$ cat src/hw/dtg_regs.svh
// Purpose: Offsets, field positions, reset values and timing counts
// Assumes: Included by bare name; definitions only
// Notes:   Counts are in command clocks unless named _PS
`ifndef DTG_REGS_SVH
`define DTG_REGS_SVH

// Register offsets (byte addresses)
`define DTG_OFF_CTRL    8'h00
`define DTG_OFF_START   8'h04
`define DTG_OFF_TXPR    8'h08
`define DTG_OFF_TXS     8'h0C
`define DTG_OFF_TMOD    8'h10
`define DTG_OFF_TRFC    8'h14
`define DTG_OFF_PL      8'h18
`define DTG_OFF_WL      8'h1C
`define DTG_OFF_CAL     8'h20
`define DTG_OFF_STATUS  8'h24
`define DTG_OFF_INFO    8'h28

// CTRL fields
`define DTG_CTRL_PRE2   0
`define DTG_CTRL_PAR    1
`define DTG_CTRL_DLLOFF 2
`define DTG_CTRL_BC4MR  3
// START fields (write-one pulses)
`define DTG_START_GEAR  0
`define DTG_START_LVLON 1
`define DTG_START_LVLOF 2
// STATUS fields
`define DTG_ST_DONE     0
`define DTG_ST_BUSY     1
`define DTG_ST_LVL      2
`define DTG_ST_REFBUSY  3
`define DTG_ST_HOT      4
`define DTG_ST_ODT      5
`define DTG_ST_FB       6

// Reset values
`define DTG_RST_TXPR    16'h0100
`define DTG_RST_TXS     16'h0100
`define DTG_RST_TMOD    16'h0018
`define DTG_RST_PL      8'h00
`define DTG_RST_WL      8'h09

// Fixed counts
`define DTG_ODT_L_1CK   6
`define DTG_ODT_L_2CK   7
`define DTG_ODT_S_1CK   4
`define DTG_ODT_S_2CK   5
`define DTG_LVL_EDGE    40
`define DTG_LVL_DRIVE   25
`define DTG_SYNC_EXTRA  4
`define DTG_WR_LONG     4
`define DTG_WR_SHORT    2
`define DTG_CAL_MIN_CK  3
`define DTG_CAL_MIN_PS  3748
`define DTG_SPD_ADJ     974
`define DTG_GRADE_FLOOR 1600

`endif

$ cat src/hw/dtg_pkg.sv
// Purpose: Types and clock-count conversion helpers
// Assumes: Picosecond inputs are whole numbers
// Notes:   Functions run at elaboration only
`default_nettype none
package dtg_pkg;
    typedef enum logic [2:0] {
        S_IDLE  = 3'h0,
        S_WAIT  = 3'h1,
        S_SYNCW = 3'h2,
        S_CMDW  = 3'h3,
        S_DONE  = 3'h4
    } dtg_state_t;

    typedef enum logic [2:0] {
        CMD_NOP  = 3'h0,
        CMD_MRS  = 3'h1,
        CMD_SYNC = 3'h2,
        CMD_REF  = 3'h3,
        CMD_WR   = 3'h4
    } dtg_cmd_t;

    typedef enum logic [1:0] {
        ODT_NOWR = 2'h0,
        ODT_BL8  = 2'h1,
        ODT_BC4  = 2'h2
    } dtg_odt_t;

    // Presence-data limits: truncate(ps / tck + 0.974), integer math
    function automatic int nck_spd(input int ps, input int tck_ps);
        return (ps * 1000 + 974 * tck_ps) / (tck_ps * 1000);
    endfunction

    // Other limits: ceiling of time / period
    function automatic int nck_ceil(input int ps, input int tck_ps);
        return (ps + tck_ps - 1) / tck_ps;
    endfunction
endpackage
`default_nettype wire

$ cat src/hw/dtg_countdown.sv
// Purpose: One countdown per timing constraint
// Assumes: Load value N counts clocks from the loading edge
// Notes:   o_done lets the dependent action happen N edges after load
`default_nettype none
module dtg_countdown #(
    parameter int W = 16
) (
    input  wire logic         i_clk,
    input  wire logic         i_reset_n,
    input  wire logic         i_load,
    input  wire logic [W-1:0] i_value,
    output logic              o_done
);
    logic [W-1:0] cnt_r;

    // Store N-1 so the action edge lands exactly N after the load
    always_ff @(posedge i_clk or negedge i_reset_n) begin
        if (!i_reset_n) begin
            cnt_r <= '0;
        end else if (i_load) begin
            cnt_r <= (i_value == '0) ? '0 : i_value - W'(1);
        end else if (cnt_r != '0) begin
            cnt_r <= cnt_r - W'(1);
        end
    end

    // Count only; a load term here would close a loop through the ready paths
    assign o_done = (cnt_r == '0);
endmodule
`default_nettype wire

$ cat src/hw/dtg_ctrl.sv
// Function
// - Write with eight-beat burst: termination high 6 clocks, or 7 with long preamble.
// - No write or four-beat chop: termination high 4 clocks, or 5 with long preamble.
// - Leveling: first strobe rising edge no sooner than 40 clocks after mode write.
// - Leveling: strobe drive begins no sooner than 25 clocks after mode write.
// - Half-rate mode write waits the reset-exit delay after clock enable rises.
// - Half-rate enable waits the self-refresh exit delay after clock enable rises.
// - Sync pulse no sooner than mode update delay plus 4 after half-rate write.
// - First valid command waits mode update delay after the sync pulse.
// - Parity with loop off: every refresh busy time grows by parity latency.
// - Address latency is at least max of 3 clocks and 3.748 ns.
// - Time limits become whole clock counts by the defined rounding.
// - Below 1600 MT/s the 1600 grade limits apply.
// - Spread row accesses; repeated hits on one row are flagged.
// - Presence-data limits: truncate of ps over period plus 0.974.
// - Other limits: ceiling of time over period.
//
// Purpose: Host-side sequencer and timing guard for a DDR4 command port
// Assumes: Single clock equal to the memory command clock
// Notes:   Software sets delays through a plain register port
//
// The register offsets and the plain strobed port are this design's own decisions.
`include "dtg_regs.svh"
`default_nettype none
module dtg_ctrl #(
    parameter int CW        = 16,
    parameter int TCK_PS    = 10000,
    parameter int DATA_RATE = 200,
    parameter int TRFC_PS   = 260000,
    parameter int HOT_LIMIT = 64
) (
    input  wire logic        I_CLK,
    input  wire logic        I_RESET_N,
    input  wire logic [7:0]  I_ADDR,
    input  wire logic [31:0] I_WDATA,
    input  wire logic        I_WR,
    input  wire logic        I_RD,
    output logic      [31:0] O_RDATA,
    input  wire logic        I_ODT_REQ,
    input  wire logic [1:0]  I_ODT_KIND,
    output logic             O_ODT,
    input  wire logic        I_WR_REQ,
    input  wire logic [15:0] I_ROW,
    output logic             O_WR_READY,
    output logic             O_WR_START,
    input  wire logic        I_REF_REQ,
    output logic             O_REF_READY,
    input  wire logic        I_DQS_REQ,
    input  wire logic        I_DQ_FB,
    output logic             O_DQS_T,
    output logic             O_DQS_C,
    output logic             O_DQS_OE,
    output logic             O_CKE,
    output logic             O_CMD_VALID,
    output logic      [2:0]  O_CMD
);
    ////////////////////////////////////////////////////////////////////////////
    // Derived limits
    localparam int EFF_RATE = (DATA_RATE < `DTG_GRADE_FLOOR) ?
                              `DTG_GRADE_FLOOR : DATA_RATE;
    localparam int CAL_NS   = dtg_pkg::nck_ceil(`DTG_CAL_MIN_PS, TCK_PS);
    localparam int CAL_MIN  = (CAL_NS > `DTG_CAL_MIN_CK) ?
                              CAL_NS : `DTG_CAL_MIN_CK;
    localparam int TRFC_CK  = dtg_pkg::nck_spd(TRFC_PS, TCK_PS);
    localparam logic [7:0]    CAL_MIN_B = 8'(CAL_MIN);
    localparam logic [CW-1:0] TRFC_RST  = CW'(TRFC_CK);
    localparam logic [15:0]   RATE_B    = 16'(EFF_RATE);

    if (CW < 8 || CW > 32 || TCK_PS < 1 || HOT_LIMIT < 2 || HOT_LIMIT > 65535) begin : g_chk
        $error("dtg_ctrl: parameter out of range");
    end

    ////////////////////////////////////////////////////////////////////////////
    // Register file
    logic [3:0]    ctrl_r;
    logic [CW-1:0] txpr_r, txs_r, tmod_r, trfc_r;
    logic [7:0]    pl_r, wl_r, cal_r;
    logic          hot_r, fb_r, lvl_r, lvl_pend_r, lvl_dir_r;
    logic [31:0]   rdata_r;
    dtg_pkg::dtg_state_t state_r;

    logic wr_hit, start_gear, start_lvl_on, start_lvl_off, hot_set;
    assign wr_hit        = I_WR;
    assign start_gear    = wr_hit && I_ADDR == `DTG_OFF_START && I_WDATA[`DTG_START_GEAR];
    assign start_lvl_on  = wr_hit && I_ADDR == `DTG_OFF_START && I_WDATA[`DTG_START_LVLON];
    assign start_lvl_off = wr_hit && I_ADDR == `DTG_OFF_START && I_WDATA[`DTG_START_LVLOF];

    // Configuration writes
    always_ff @(posedge I_CLK or negedge I_RESET_N) begin
        if (!I_RESET_N) begin
            ctrl_r <= 4'h0;
            txpr_r <= CW'(`DTG_RST_TXPR);
            txs_r  <= CW'(`DTG_RST_TXS);
            tmod_r <= CW'(`DTG_RST_TMOD);
            trfc_r <= TRFC_RST;
            pl_r   <= `DTG_RST_PL;
            wl_r   <= `DTG_RST_WL;
            cal_r  <= CAL_MIN_B;
        end else if (wr_hit) begin
            case (I_ADDR)
                `DTG_OFF_CTRL: ctrl_r <= I_WDATA[3:0];
                `DTG_OFF_TXPR: txpr_r <= I_WDATA[CW-1:0];
                `DTG_OFF_TXS:  txs_r  <= I_WDATA[CW-1:0];
                `DTG_OFF_TMOD: tmod_r <= I_WDATA[CW-1:0];
                `DTG_OFF_TRFC: trfc_r <= I_WDATA[CW-1:0];
                `DTG_OFF_PL:   pl_r   <= I_WDATA[7:0];
                `DTG_OFF_WL:   wl_r   <= I_WDATA[7:0];
                // Values under the floor are raised to it
                `DTG_OFF_CAL:  cal_r  <= (I_WDATA[7:0] < CAL_MIN_B) ?
                                         CAL_MIN_B : I_WDATA[7:0];
                default:       ;
            endcase
        end
    end

    ////////////////////////////////////////////////////////////////////////////
    // Countdowns, one per constraint
    logic          ld_xpr, ld_sync, ld_cmd, ld_ref, ld_wr, ld_lvl, ld_odt;
    logic [CW-1:0] v_sync, v_cmd, v_ref, v_wr, v_odt;
    logic          dn_xpr, dn_xs, dn_sync, dn_cmd, dn_ref, dn_wr;
    logic          dn_l25, dn_l40, dn_odt;

    dtg_countdown #(.W(CW)) u_xpr (.i_clk(I_CLK), .i_reset_n(I_RESET_N), .i_load(ld_xpr),
        .i_value(txpr_r), .o_done(dn_xpr));
    dtg_countdown #(.W(CW)) u_xs (.i_clk(I_CLK), .i_reset_n(I_RESET_N), .i_load(ld_xpr),
        .i_value(txs_r), .o_done(dn_xs));
    dtg_countdown #(.W(CW)) u_sync (.i_clk(I_CLK), .i_reset_n(I_RESET_N), .i_load(ld_sync),
        .i_value(v_sync), .o_done(dn_sync));
    dtg_countdown #(.W(CW)) u_cmd (.i_clk(I_CLK), .i_reset_n(I_RESET_N), .i_load(ld_cmd),
        .i_value(v_cmd), .o_done(dn_cmd));
    dtg_countdown #(.W(CW)) u_ref (.i_clk(I_CLK), .i_reset_n(I_RESET_N), .i_load(ld_ref),
        .i_value(v_ref), .o_done(dn_ref));
    dtg_countdown #(.W(CW)) u_wr (.i_clk(I_CLK), .i_reset_n(I_RESET_N), .i_load(ld_wr),
        .i_value(v_wr), .o_done(dn_wr));
    dtg_countdown #(.W(CW)) u_l25 (.i_clk(I_CLK), .i_reset_n(I_RESET_N), .i_load(ld_lvl),
        .i_value(CW'(`DTG_LVL_DRIVE)), .o_done(dn_l25));
    dtg_countdown #(.W(CW)) u_l40 (.i_clk(I_CLK), .i_reset_n(I_RESET_N), .i_load(ld_lvl),
        .i_value(CW'(`DTG_LVL_EDGE)), .o_done(dn_l40));
    dtg_countdown #(.W(CW)) u_odt (.i_clk(I_CLK), .i_reset_n(I_RESET_N), .i_load(ld_odt),
        .i_value(v_odt), .o_done(dn_odt));

    ////////////////////////////////////////////////////////////////////////////
    // Command decisions
    logic seq_start, seq_mrs_go, seq_sync_go, lvl_go, ref_go, wr_go, base_ok;
    logic wr_pend_r, odt_r;

    assign seq_start   = start_gear && state_r == dtg_pkg::S_IDLE && !lvl_r && !lvl_pend_r;
    assign seq_mrs_go  = state_r == dtg_pkg::S_WAIT && dn_xpr && dn_xs;
    assign seq_sync_go = state_r == dtg_pkg::S_SYNCW && dn_sync;
    assign lvl_go      = lvl_pend_r;
    // User commands only once the half-rate entry has settled
    assign base_ok     = state_r == dtg_pkg::S_DONE && dn_cmd && !lvl_r && !lvl_pend_r;
    assign O_REF_READY = base_ok && dn_ref;
    assign O_WR_READY  = base_ok && dn_ref && dn_wr && !wr_pend_r && !I_REF_REQ;
    assign ref_go      = I_REF_REQ && O_REF_READY;
    assign wr_go       = I_WR_REQ && O_WR_READY;

    assign ld_xpr  = seq_start;
    assign ld_sync = seq_mrs_go;
    assign v_sync  = tmod_r + CW'(`DTG_SYNC_EXTRA);
    assign ld_cmd  = seq_sync_go;
    assign v_cmd   = tmod_r;
    assign ld_ref  = ref_go;
    // Parity plus loop-off lengthens every refresh
    assign v_ref   = (ctrl_r[`DTG_CTRL_PAR] && ctrl_r[`DTG_CTRL_DLLOFF]) ?
                     trfc_r + CW'(pl_r) : trfc_r;
    assign ld_wr   = wr_go;
    assign v_wr    = CW'(wl_r) + (ctrl_r[`DTG_CTRL_BC4MR] ?
                     CW'(`DTG_WR_SHORT) : CW'(`DTG_WR_LONG));
    assign ld_lvl  = lvl_go && lvl_dir_r;

    ////////////////////////////////////////////////////////////////////////////
    // Half-rate entry sequence
    always_ff @(posedge I_CLK or negedge I_RESET_N) begin
        if (!I_RESET_N) begin
            state_r <= dtg_pkg::S_IDLE;
        end else begin
            case (state_r)
                dtg_pkg::S_IDLE:  if (seq_start) state_r <= dtg_pkg::S_WAIT;
                dtg_pkg::S_WAIT:  if (seq_mrs_go) state_r <= dtg_pkg::S_SYNCW;
                dtg_pkg::S_SYNCW: if (seq_sync_go) state_r <= dtg_pkg::S_CMDW;
                dtg_pkg::S_CMDW:  if (dn_cmd) state_r <= dtg_pkg::S_DONE;
                dtg_pkg::S_DONE:  state_r <= dtg_pkg::S_DONE;
                default:          state_r <= dtg_pkg::S_IDLE;
            endcase
        end
    end

    // Clock enable rises when the sequence starts and stays high
    always_ff @(posedge I_CLK or negedge I_RESET_N) begin
        if (!I_RESET_N) begin
            O_CKE <= 1'b0;
        end else if (seq_start) begin
            O_CKE <= 1'b1;
        end
    end

    // Command bus; mode writes first, sync next, refresh before write
    always_ff @(posedge I_CLK or negedge I_RESET_N) begin
        if (!I_RESET_N) begin
            O_CMD_VALID <= 1'b0;
            O_CMD       <= dtg_pkg::CMD_NOP;
        end else begin
            O_CMD_VALID <= seq_mrs_go || seq_sync_go || lvl_go || ref_go || wr_go;
            if (seq_mrs_go || lvl_go) begin
                O_CMD <= dtg_pkg::CMD_MRS;
            end else if (seq_sync_go) begin
                O_CMD <= dtg_pkg::CMD_SYNC;
            end else if (ref_go) begin
                O_CMD <= dtg_pkg::CMD_REF;
            end else if (wr_go) begin
                O_CMD <= dtg_pkg::CMD_WR;
            end else begin
                O_CMD <= dtg_pkg::CMD_NOP;
            end
        end
    end

    ////////////////////////////////////////////////////////////////////////////
    // Internal write start marker; one write tracked at a time
    always_ff @(posedge I_CLK or negedge I_RESET_N) begin
        if (!I_RESET_N) begin
            wr_pend_r  <= 1'b0;
            O_WR_START <= 1'b0;
        end else begin
            O_WR_START <= wr_pend_r && dn_wr;
            if (wr_go) begin
                wr_pend_r <= 1'b1;
            end else if (dn_wr) begin
                wr_pend_r <= 1'b0;
            end
        end
    end

    // Repeated hits on one row; set wins over a software clear
    logic [15:0] last_row_r, row_cnt_r;
    assign hot_set = wr_go && I_ROW == last_row_r && row_cnt_r == 16'(HOT_LIMIT - 2);
    always_ff @(posedge I_CLK or negedge I_RESET_N) begin
        if (!I_RESET_N) begin
            last_row_r <= 16'h0000;
            row_cnt_r  <= 16'h0000;
            hot_r      <= 1'b0;
        end else begin
            if (wr_go) begin
                last_row_r <= I_ROW;
                row_cnt_r  <= (I_ROW == last_row_r && row_cnt_r != 16'hFFFF) ?
                              row_cnt_r + 16'h0001 : 16'h0000;
            end
            if (hot_set) begin
                hot_r <= 1'b1;
            end else if (wr_hit && I_ADDR == `DTG_OFF_STATUS && I_WDATA[`DTG_ST_HOT]) begin
                hot_r <= 1'b0;
            end
        end
    end

    ////////////////////////////////////////////////////////////////////////////
    // Termination hold; a new request reloads the hold
    assign ld_odt = I_ODT_REQ;
    always_comb begin
        if (I_ODT_KIND == dtg_pkg::ODT_BL8) begin
            v_odt = ctrl_r[`DTG_CTRL_PRE2] ? CW'(`DTG_ODT_L_2CK) : CW'(`DTG_ODT_L_1CK);
        end else begin
            v_odt = ctrl_r[`DTG_CTRL_PRE2] ? CW'(`DTG_ODT_S_2CK) : CW'(`DTG_ODT_S_1CK);
        end
    end

    // High from the cycle after the request for exactly the hold count
    always_ff @(posedge I_CLK or negedge I_RESET_N) begin
        if (!I_RESET_N) begin
            odt_r <= 1'b0;
        end else if (I_ODT_REQ) begin
            odt_r <= 1'b1;
        end else if (dn_odt) begin
            odt_r <= 1'b0;
        end
    end
    assign O_ODT = odt_r;

    ////////////////////////////////////////////////////////////////////////////
    // Write leveling: mode write, then gated strobe drive and pulses
    always_ff @(posedge I_CLK or negedge I_RESET_N) begin
        if (!I_RESET_N) begin
            lvl_pend_r <= 1'b0;
            lvl_dir_r  <= 1'b0;
            lvl_r      <= 1'b0;
        end else begin
            if (lvl_go) begin
                lvl_pend_r <= 1'b0;
                lvl_r      <= lvl_dir_r;
            end else if (start_lvl_on && !lvl_r && !lvl_pend_r &&
                         (state_r == dtg_pkg::S_IDLE || state_r == dtg_pkg::S_DONE)) begin
                lvl_pend_r <= 1'b1;
                lvl_dir_r  <= 1'b1;
            end else if (start_lvl_off && lvl_r && !lvl_pend_r) begin
                lvl_pend_r <= 1'b1;
                lvl_dir_r  <= 1'b0;
            end
        end
    end

    // Drive only after the drive delay; first edge after the edge delay
    always_ff @(posedge I_CLK or negedge I_RESET_N) begin
        if (!I_RESET_N) begin
            O_DQS_OE <= 1'b0;
            O_DQS_T  <= 1'b0;
            O_DQS_C  <= 1'b0;
            fb_r     <= 1'b0;
        end else begin
            O_DQS_OE <= lvl_r && !lvl_pend_r && dn_l25;
            if (O_DQS_OE && dn_l40 && I_DQS_REQ && !O_DQS_T) begin
                O_DQS_T <= 1'b1;
                O_DQS_C <= 1'b0;
            end else begin
                O_DQS_T <= 1'b0;
                O_DQS_C <= lvl_r && !lvl_pend_r && dn_l25;
            end
            if (O_DQS_T) begin
                fb_r <= I_DQ_FB;
            end
        end
    end

    ////////////////////////////////////////////////////////////////////////////
    // Read port, data one cycle after the strobe
    always_ff @(posedge I_CLK or negedge I_RESET_N) begin
        if (!I_RESET_N) begin
            rdata_r <= 32'h0000_0000;
        end else if (I_RD) begin
            case (I_ADDR)
                `DTG_OFF_CTRL:   rdata_r <= {28'h0, ctrl_r};
                `DTG_OFF_TXPR:   rdata_r <= 32'(txpr_r);
                `DTG_OFF_TXS:    rdata_r <= 32'(txs_r);
                `DTG_OFF_TMOD:   rdata_r <= 32'(tmod_r);
                `DTG_OFF_TRFC:   rdata_r <= 32'(trfc_r);
                `DTG_OFF_PL:     rdata_r <= {24'h0, pl_r};
                `DTG_OFF_WL:     rdata_r <= {24'h0, wl_r};
                `DTG_OFF_CAL:    rdata_r <= {24'h0, cal_r};
                `DTG_OFF_STATUS: rdata_r <= {25'h0, fb_r, odt_r, hot_r, !dn_ref, lvl_r,
                                   state_r != dtg_pkg::S_IDLE && state_r != dtg_pkg::S_DONE,
                                   state_r == dtg_pkg::S_DONE};
                `DTG_OFF_INFO:   rdata_r <= {RATE_B, 8'h00, CAL_MIN_B};
                default:         rdata_r <= 32'h0000_0000;
            endcase
        end else begin
            rdata_r <= 32'h0000_0000;
        end
    end
    assign O_RDATA = rdata_r;
endmodule
`default_nettype wire

$ cat config.mk
export PLATFORM = sky130hd
export DESIGN_NAME = dtg_ctrl
export DESIGN_NICKNAME = d
export VERILOG_FILES = /design/src/hw/dtg_pkg.sv /design/src/hw/dtg_countdown.sv /design/src/hw/dtg_ctrl.sv
export VERILOG_INCLUDE_DIRS = /design/src /design/src/hw
export SDC_FILE = /design/constraint.sdc
export NUM_CORES = 1
export LEC_CHECK = 0
export BUFFER_PORTS_ARGS = -buffer_cell sky130_fd_sc_hd__buf_2
export CORE_ASPECT_RATIO = 0.9
export CORE_MARGIN = 10
export CORE_UTILIZATION = 55
export DETAILED_ROUTE_END_ITERATION = 7
export GPL_ROUTABILITY_DRIVEN = 0
export PLACE_DENSITY = 0.76
export SLEW_MARGIN = 5
export SYNTH_ARGS = -nofsm -noshare
export SYNTH_HDL_FRONTEND = slang
export SYNTH_SLANG_ARGS = --single-unit
$ cat constraint.sdc
create_clock -name I_CLK -period 3.5 [get_ports I_CLK]
set_input_delay 0.875 -clock I_CLK [delete_from_list [all_inputs] [get_ports I_CLK]]
set_output_delay 0.875 -clock I_CLK [all_outputs]
set_load 0.005 [all_outputs]
==> results of run 1 <==
==> critical path, stage by stage (launching register included) <==
cell	delay, ns
dfrtp_1	0.42
or4_4	0.58
nor4_4	0.35
nand4_4	0.20
nor3_1	0.25
buf_2	0.15
==> power groups by stage <==
stage               registers (W)  logic [W]  clock network, W
floorplan                 0.00457    0.00189                 0
global placement          0.00470    0.00226                 0
detailed placement        0.00474    0.00235                 0
CTS                       0.00469    0.00237           0.00360
global route              0.00479    0.00272           0.00375
finish                    0.00471    0.00238           0.00356
==> cells in the mapped netlist, drive strengths merged, types with 27 or more instances <==
master / instances / area [um^2]
or3: 27 / 168.9
nand2: 176 / 660.6
dfrtp: 293 / 7332
a21oi: 81 / 405.4
nor2: 186 / 698.2
xor2: 86 / 753.2
xnor2: 113 / 989.7
a22oi: 38 / 285.3
inv: 51 / 191.4
nor4: 51 / 361.6
ha: 33 / 412.9
nor3: 71 / 365.3
nand3: 58 / 295.3
o21ai: 100 / 500.5
mux2: 102 / 1149
clkbuf: 63 / 236.5
==> final cells by class <==
type / instances / area (um^2)
diodes: 1 / 2.502
clock buffers: 51 / 1016
clock inverters: 10 / 96.34
fillers: 2603 / 11920
inverters: 51 / 191.4
multi-input cells: 1445 / 9520
flip-flops and latches: 304 / 7621
well taps: 416 / 520.5
repair buffers: 133 / 843.3
==> kinds of logic after synthesis <==
kind of cell | count (synthesis) | share of synthesized area, %
AO/OA/AOI/OAI | 363 | 13.29
AND/OR/NAND/NOR | 720 | 20.36
multiplexers | 115 | 7.264
other | 1 | 0.02130
adder cells (fa/ha/maj) | 35 | 2.573
XOR/XNOR | 199 | 9.901
flip-flops | 304 | 43.29
buffers and inverters | 137 | 3.291
==> cell usage in the layout (no fill, tap or decap), drive strengths merged, types with 5 or more instances in the layout <==
cell type / n
dfrtp: 293
nor2: 186
nand2: 176
buf: 133
xnor2: 113
mux2: 102
o21ai: 100
xor2: 86
a21oi: 81
nor3: 71
nand3: 58
inv: 53
nor4: 51
clkbuf: 51
a22oi: 38
ha: 33
or3: 27
and3: 24
o31ai: 24
nor2b: 20
nand2b: 19
nand4: 19
or4: 19
and2: 14
a31oi: 14
mux2i: 13
a22o: 13
o22ai: 13
conb: 13
a221oi: 12
dfstp: 11
nand3b: 10
a21o: 9
a211oi: 9
nor3b: 8
o211ai: 7
or2: 7
clkinv: 6
o21a: 5
==> layer usage <==
metal | track usage, % | up-vias | share of wire (%)
met5 | 0 | - | 0
met4 | 6.331 | 0 | 2.5
met3 | 4.803 | 90 | 8.5
met2 | 35.45 | 557 | 45
met1 | 30.65 | 7211 | 44
li1 | - | 6898 | -
==> sequential cells by signal, indices dropped and copies added (netlist names), 8 cells and up <==
signal and count:
row_cnt_r 16, u_ref.cnt_r 16, u_l25.cnt_r 16, tmod_r 16, pl_r 8, txpr_r 16, wl_r 8, trfc_r 16
txs_r 16, u_l40.cnt_r 16, u_xpr.cnt_r 16, u_odt.cnt_r 16, cal_r 8, u_cmd.cnt_r 16, u_wr.cnt_r 16, last_row_r 16
u_sync.cnt_r 16, u_xs.cnt_r 16, O_RDATA 17
==> what timing repair did <==
item | in CTS | in global routing
setup buffers | 0 | 1
gates resized for setup | 0 | 13
endpoints found under the setup margin | 0 | 16
==> stage by stage <==
step / hold slack, ns / TNS (ns) / area (um^2)
after detailed placement: 0.4526 / 0 / 18620
final: 0.3131 / 0 / 19810
after CTS: 0.3364 / 0 / 19730
after global placement: 0.4503 / 0 / 18620
after floorplan: 0.4486 / 0 / 17650
after global routing: 0.3634 / -0.04073 / 19810
==> worst max path at each step <==
stage	slack (ns)	to	cells past startpoint
floorplan	0.23	u_ref.cnt_r[10]	11
global placement	0.33	u_ref.cnt_r[0]	11
detailed placement	0.29	u_ref.cnt_r[5]	10
CTS	0.0008	O_WR_READY	7
global route	-0.04	O_WR_READY	5
finish	0.15	O_WR_READY	5
==> run_results.csv, run 1 <==
group,metric,value,unit
routing,drt_first_pass_iters,5,
cells_and_area,area_growth,12.55,%
clock_network,clock_latency,0.52,ns
synth,synth-async-reset-ratio,100.0,%
worst_setup_path,cp.required,2.62,ns
clock_network,cts_sinks,304,
pwr,p_leak,8.928,nW
synth,synth-main-ff-cell,"dfrtp_1",
grt,grtUsageTotal,22.44,%
clock_network,numCtsBuffers,34,
pwr,power_frac_comb,22.4,%
worst_setup_path,worstPathMaxFanout,5,
synth,synth_cell_types,79,
synth,synth_warnings,0,
sta,max_freq,298.6,MHz
cells_and_area,drive_gt1_share,16.75,%
die,io_pins,111,
die,dieArea,39570,um^2
sta,rsz0062_at_grt,"yes",
grt,grt_max_degree,78,
sta,hold_violations,0,
worst_setup_path,r2r_end,"u_ref.cnt_r[9]",
grt,antenna_found_initial,1,
place,dp_hpwl,33.40,mm
die,row_count,62,
pwr,pwr-share-clk,33.4,%
sta,relSlewSlack,29.66,%
grt,grt_pass1_vias,14540,
worst_setup_path,r2r_cells,12,
sta,slew_viol_final,0,
routing,totalWireLength,45.71,mm
pwr,switching_share,31.44,%
worst_setup_path,startpoint_type,"flop",
synth,yosysSeqAreaShare,43.29,%
routing,drtIter0Drc,1201,
die,core_area,31730,um^2
routing,vias,14760,
synth,postSynthAreaPerCell,9.393,um^2
clock_network,cts_hold_buf,0,
clock_network,cts_tree,"done",
sta,clock_skew,0.01961,ns
place,place_ws,0.2896,ns
die,die_h,189.7,um
synth,netlist_area,17600,um^2
sta,fin_ws,0.1516,ns
grt,grt_pass1_wl,74.44,mm
worst_setup_path,cp-end-kind,"output pin",
die,initial_core_util,55.48,%
clock_network,clk_pin_slew,0.06,ns
clock_network,clockBufferDepth,3,
cells_and_area,final_util,62.44,%
routing,postRouteAntennaNets,0,
place,dpl.cell_count,2347,
outcome,status,"complete, no violations",
sta,finalSetupViolations,0,
clock_network,clock-root-buffer,"clkbuf_16",
worst_setup_path,reg2reg_slack,0.20,ns
sta,post-route-period-util,95.67,%
synth,synth_cells,1874,
die,die_w,208.6,um
synth,synth_seq_cells,304,
cells_and_area,layout.nets,2071,
worst_hold_path,hp-class,"in -> async",
worst_setup_path,worstSetupPathType,"reg -> out",
sta,worst-slew-pin-transition,1.051,ns
routing,wl_per_cell,18.96,um
pwr,p_per_area,537.4,nW/um^2
worst_setup_path,reg2reg_from,"pl_r[0]",
pwr,sequentialPowerShare,44.2,%
clock_network,cts_htree_levels,2,
pwr,total_power,0.01065,W
worst_setup_path,critPathLaunch,"u_cmd.cnt_r[2]",
cells_and_area,fin_cells,2411,
pwr,p_switching,0.003347,W
routing,routed_via_density,6.120,
place,port_buffers,81,
job,drv_cap,0,
pwr,internal_power,0.007300,W
grt,grt_overflow,0,
routing,drc,0,
sta,period_needed,3.348,ns
worst_setup_path,worstPathArrival,2.47,ns
pwr,peakVddDrop,0.0003806,V
synth,synth-edff-count,0,
(Power assumes the default switching activity.)
==> run 2: changes to the inputs <==
--- a/config.mk
+++ b/config.mk
@@ -6,7 +6,7 @@
 export SDC_FILE = /design/constraint.sdc
 export NUM_CORES = 1
 export LEC_CHECK = 0
-export BUFFER_PORTS_ARGS = -buffer_cell sky130_fd_sc_hd__buf_2
+export BUFFER_PORTS_ARGS = -buffer_cell sky130_fd_sc_hd__clkbuf_2
 export CORE_ASPECT_RATIO = 0.9
 export CORE_MARGIN = 10
 export CORE_UTILIZATION = 55
==> run 2 against run 1 <==
Compared with the run above: clock skew is 0.0060 ns lower; routed wire length is 1.4% higher; clock power is 4% higher; cell area is 0.35% higher; core utilization is 0.22 points higher; sequential share of layout area is 0.12 points lower; first-iteration DRC count is 17% higher; maximum frequency is 0.73% lower; combinational power is 3% higher; largest cell class unchanged; via count is 0.14% higher.
==> run_results.csv, run 2 (same netlist as run 1, synthesis figures left out) <==
group,metric,value,unit
outcome,status,"complete, no violations",
grt,grtUsageTotal,22.87,%
sta,post-route-period-util,96.37,%
grt,grt_max_degree,74,
worst_hold_path,hp-class,"in -> async",
place,placed_cell_area,18630,um^2
place,dp_hpwl,33.72,mm
worst_setup_path,max_stage_delay,0.59,ns
sta,setup_tns,0,ns
worst_setup_path,crit_chain,"or4_4 -> nor4_4 -> nand4_4 -> nor3_2 -> clkbuf_2",
cells_and_area,drive_gt1_share,17.17,%
clock_network,cts_tree,"done",
grt,grtUsageMet2,36.96,%
routing,vias,14780,
die,row_count,62,
cells_and_area,layout.nets,2069,
worst_setup_path,reg2reg_slack,0.18,ns
sta,relSlewSlack,30.26,%
sta,rsz0062_at_grt,"no",
worst_setup_path,critPathSlowestCell,"or4_4",
routing,drt_first_pass_iters,5,
place,place_ws,0.1652,ns
pwr,p_leak,8.950,nW
sta,slew_viol_final,0,
grt,top_usage_layer,"met2",
worst_setup_path,cp_num_buf_inv,1,
sta,worst-slew-pin-transition,1.042,ns
cells_and_area,mostFrequentLayoutCells,"dfrtp_1 (291), nor2_1 (186), nand2_1 (176)",
clock_network,clock_latency,0.58,ns
worst_setup_path,r2r_end,"u_ref.cnt_r[14]",
clock_network,clockBufferDepth,3,
cells_and_area,fin_cells,2409,
cells_and_area,final_common_cell,"dfrtp_1",
routing,wl_per_cell,19.23,um
worst_setup_path,path_depth,5,
worst_setup_path,cp.required,2.62,ns
worst_setup_path,cp-end-kind,"output pin",
worst_setup_path,startpoint_type,"flop",
clock_network,numCtsBuffers,31,
clock_network,cts_sinks,304,
sta,finalSetupViolations,0,
sta,worst_hold_slack,0.2972,ns
sta,fin_ws,0.1270,ns
grt,antenna_found_initial,2,
pwr,p_per_area,545.2,nW/um^2
worst_setup_path,worstPathArrival,2.50,ns
sta,max_freq,296.5,MHz
pwr,peakVddDrop,0.0005933,V
clock_network,clk_pin_slew,0.06,ns
job,drv_cap,0,
place,dpl.cell_count,2346,
worst_setup_path,worstSetupPathType,"reg -> out",
clock_network,clock-root-buffer,"clkbuf_16",
clock_network,cts_htree_levels,1,
sta,clock_skew,0.01359,ns
grt,use_met3,5.459,%
routing,postRouteAntennaNets,0,
worst_setup_path,r2r_cells,10,
die,initial_core_util,55.48,%
worst_setup_path,reg2reg_from,"trfc_r[4]",
worst_setup_path,critPathTopFamily,"simple AND/OR/NAND/NOR gates",
die,die_w,208.6,um
cells_and_area,area_growth,12.94,%
die,io_pins,111,
die,dieArea,39570,um^2
grt,grt_overflow,0,
die,die_h,189.7,um
grt,grt_pass1_wl,76.18,mm
routing,totalWireLength,46.33,mm
die,core_area,31730,um^2
sta,hold_violations,0,
cells_and_area,finalInstanceArea,19880,um^2
cells_and_area,num-fill-cells,2565,
place,port_buffers,81,
routing,routed_via_density,6.134,
routing,drtIter0Drc,1404,
sta,period_needed,3.373,ns
routing,drc,0,
grt,grt_pass1_vias,14670,
worst_setup_path,worstPathMaxFanout,6,
grt,met1_usage,30.55,%
cells_and_area,largest_reg_flops,17,
==> run 2: cell count changes in the layout (fill, tap and decap cells not counted), sizes merged <==
| cell | before | now |
|---|---|---|
| buf | 133 | 54 |
| clkbuf | 51 | 118 |
| inv | 53 | 52 |
| clkinvlp | 1 | 0 |
| clkinv | 6 | 12 |
| bufinv | 1 | 7 |
==> run 2: per-layer routing <==
layer / vias to the layer above / wire (um)
li1: 6891 / -
met1: 7265 / 19900
met4: 0 / 971
met5: - / 0
met3: 81 / 3961
met2: 539 / 21500
==> run 2: final cells by class <==
cell class | count | area [um^2] | area share, %
inverters | 51 | 191.4 | 0.9629
flip-flops and latches | 304 | 7624 | 38.34
repair buffers | 134 | 867.1 | 4.361
multi-input cells | 1445 | 9534 | 47.95
clock buffers | 38 | 852.1 | 4.286
well taps | 416 | 520.5 | 2.618
clock inverters | 20 | 290.3 | 1.460
diodes | 1 | 2.502 | 0.01259
==> run 2: how the worst max path moves through the flow <==
stage / start / endpoint
5_1_grt: u_ref.cnt_r[1] / O_WR_READY
2_1_floorplan: trfc_r[0] / u_ref.cnt_r[10]
4_1_cts: u_ref.cnt_r[0] / O_WR_READY
3_5_place_dp: trfc_r[0] / u_ref.cnt_r[14]
3_3_place_gp: trfc_r[0] / u_ref.cnt_r[0]
6_report: u_cmd.cnt_r[10] / O_WR_READY
==> run 2: power breakdown <==
group | switching, W | total (W) | internal, W
Clock | 0.00145 | 0.00369 | 0.00225
Combinational | 0.00131 | 0.00244 | 0.00113
Sequential | 0.000620 | 0.00471 | 0.00409
==> run 2: what timing repair did <==
action                     CTS  global route
buffers inserted             0             3
setup endpoints to repair    1            15
cloned                       0             1
resized for setup            4            14
hold buffers                 0             0
pin swaps                    0             6
==> run 2: through the flow <==
step,util [%],total power [W]
floorplan,-,0.006455
global placement,58.71,0.006962
detailed placement,58.71,0.007125
CTS,62.39,0.01084
global route,62.66,0.01144
finish,62.66,0.01084
==> run 3: changes to the inputs <==
--- a/config.mk
+++ b/config.mk
@@ -12,7 +12,7 @@
 export CORE_UTILIZATION = 55
 export DETAILED_ROUTE_END_ITERATION = 7
 export GPL_ROUTABILITY_DRIVEN = 0
-export PLACE_DENSITY = 0.76
+export PLACE_DENSITY = 0.73
 export SLEW_MARGIN = 5
 export SYNTH_ARGS = -nofsm -noshare
 export SYNTH_HDL_FRONTEND = slang
==> constraint.sdc (replaced) <==
create_clock -name I_CLK -period 3.9 [get_ports I_CLK]
set_input_delay 0.975 -clock I_CLK [delete_from_list [all_inputs] [get_ports I_CLK]]
set_output_delay 0.975 -clock I_CLK [all_outputs]
set_load 0.005 [all_outputs]
==> run 3 against run 2 <==
Compared with the run above: sequential cell count unchanged; critical path type unchanged; sequential power decreased by 10%; combinational power fell by 13%; clock skew is 0.0061 ns higher; cell area decreased by 1.8%; sequential share of layout area rose by 0.67 points; critical path depth did not move; critical endpoint unchanged; first-iteration DRC count fell by 10%; clock power decreased by 16%.
==> run_results.csv, run 3 (same netlist as run 1, synthesis figures left out) <==
group,metric,value,unit
outcome,status,"complete, no violations",
pwr,pwr-share-clk,32.8,%
sta,finalSetupViolations,0,
cells_and_area,num-fill-cells,2639,
clock_network,postCtsResizedCells,0,
sta,slew_viol_final,0,
routing,totalWireLength,44.85,mm
cells_and_area,diodes,0,
grt,antenna_found_initial,1,
routing,wl_per_cell,18.80,um
worst_hold_path,hp-class,"in -> async",
clock_network,clockBufferDepth,3,
clock_network,numCtsBuffers,31,
worst_setup_path,cp.required,2.92,ns
pwr,sequentialPowerShare,44.8,%
routing,drt_first_pass_iters,8,
grt,grt_overflow,0,
die,die_w,208.6,um
worst_setup_path,worstPathMaxFanout,5,
place,port_buffers,81,
cells_and_area,final_common_cell,"dfrtp_1",
cells_and_area,seq_area,7621,um^2
cells_and_area,multi_input_area,9460,um^2
sta,worst-slew-pin-transition,1.014,ns
die,dieArea,39570,um^2
clock_network,clock-root-buffer,"clkbuf_16",
sta,max_freq,271.3,MHz
sta,post-route-period-util,94.50,%
place,dpl.cell_count,2328,
worst_setup_path,worstSetupPathType,"reg -> out",
cells_and_area,fin_cells,2386,
pwr,internal_power,0.006482,W
die,core_area,31730,um^2
sta,setup_tns,0,ns
grt,grt_pass1_vias,14070,
pwr,p_leak,8.774,nW
place,place_ws,0.3752,ns
cells_and_area,mostFrequentLayoutCells,"dfrtp_1 (293), nor2_1 (186), nand2_1 (176)",
pwr,power_frac_comb,22.5,%
clock_network,clock_latency,0.58,ns
routing,drtIter0Drc,1261,
sta,relSlewSlack,32.13,%
cells_and_area,layout.nets,2047,
sta,fin_ws,0.2143,ns
worst_setup_path,cp-end-kind,"output pin",
clock_network,post_cts_buffers,0,
clock_network,cts_tree,"done",
pwr,peakVddDrop,0.0003763,V
sta,clock_skew,0.01974,ns
grt,grtUsageTotal,22.07,%
die,row_count,62,
pwr,switching_share,31.32,%
sta,period_needed,3.686,ns
grt,grt_max_degree,100,
job,drv_cap,0,
sta,rsz0062_at_grt,"no",
clock_network,cts_htree_levels,1,
die,initial_core_util,55.48,%
cells_and_area,final_util,61.56,%
pwr,p_switching,0.002956,W
clock_network,cts_hold_buf,0,
sta,hold_violations,0,
place,dp_hpwl,32.65,mm
cells_and_area,drive_gt1_share,15.38,%
routing,vias,14510,
cells_and_area,largest_reg_flops,17,
cells_and_area,area_growth,10.96,%
grt,grt_pass1_wl,73.34,mm
worst_setup_path,startpoint_type,"flop",
routing,drc,0,
routing,routed_via_density,6.080,
die,io_pins,111,
routing,postRouteAntennaNets,0,
clock_network,cts_sinks,304,
die,die_h,189.7,um
pwr,p_per_area,483.2,nW/um^2
clock_network,clk_pin_slew,0.06,ns
worst_setup_path,worstPathArrival,2.71,ns
[run 3: area by class of cell]
type,instances,area share [%]
Tap cell,416,2.665
Sequential cell,304,39.02
Timing Repair Buffer,112,3.446
Multi-Input combinational cell,1445,48.43
Clock inverter,10,0.7495
Clock buffer,48,4.708
Inverter,51,0.9801
[run 3: worst paths after layout]
kind	cells after the start	start	slack [ns]	to
setup / recovery	5	u_wr.cnt_r[7]	0.21	O_WR_READY
hold / removal	1	I_RESET_N	0.44	O_CMD_VALID
setup reg to reg	11	trfc_r[0]	0.36	u_ref.cnt_r[5]
hold reg to reg	1	O_CKE	0.48	O_CKE
max in group asynchronous	2	I_RESET_N	2.56	tmod_r[4]
min in group I_CLK	1	O_CKE	0.48	O_CKE
[run 3: metal layers]
metal  up-vias  wire [um]  GRT usage, %
li1       6847          -             -
met1      7087      19720         29.69
met2       493      20690         35.81
met3        79       3300         4.492
met4         0       1137         5.668
met5         -          0             0
[run 3: critical path, cell delays in order (launching register included)]
cell	delay, ns
dfrtp_1	0.41
or4_1	0.58
nor3_1	0.42
nand4_1	0.33
nor3_1	0.24
clkbuf_2	0.15
[run 3: power by group through the flow]
stage	Sequential (W)	Combinational, W	Clock [W]
after floorplan	0.00410	0.00169	0
after global placement	0.00423	0.00201	0
after detailed placement	0.00426	0.00210	0
after CTS	0.00421	0.00212	0.00314
after global routing	0.00430	0.00241	0.00327
final	0.00422	0.00212	0.00309
[run 3: stage by stage]
step	hold slack, ns	total power [W]	instance area [um^2]
final	0.4419	0.009439	19530
after global placement	0.4535	0.006242	18470
after CTS	0.4717	0.009467	19530
after global routing	0.4853	0.009981	19530
after floorplan	0.4486	0.005793	17650
after detailed placement	0.4618	0.006352	18470
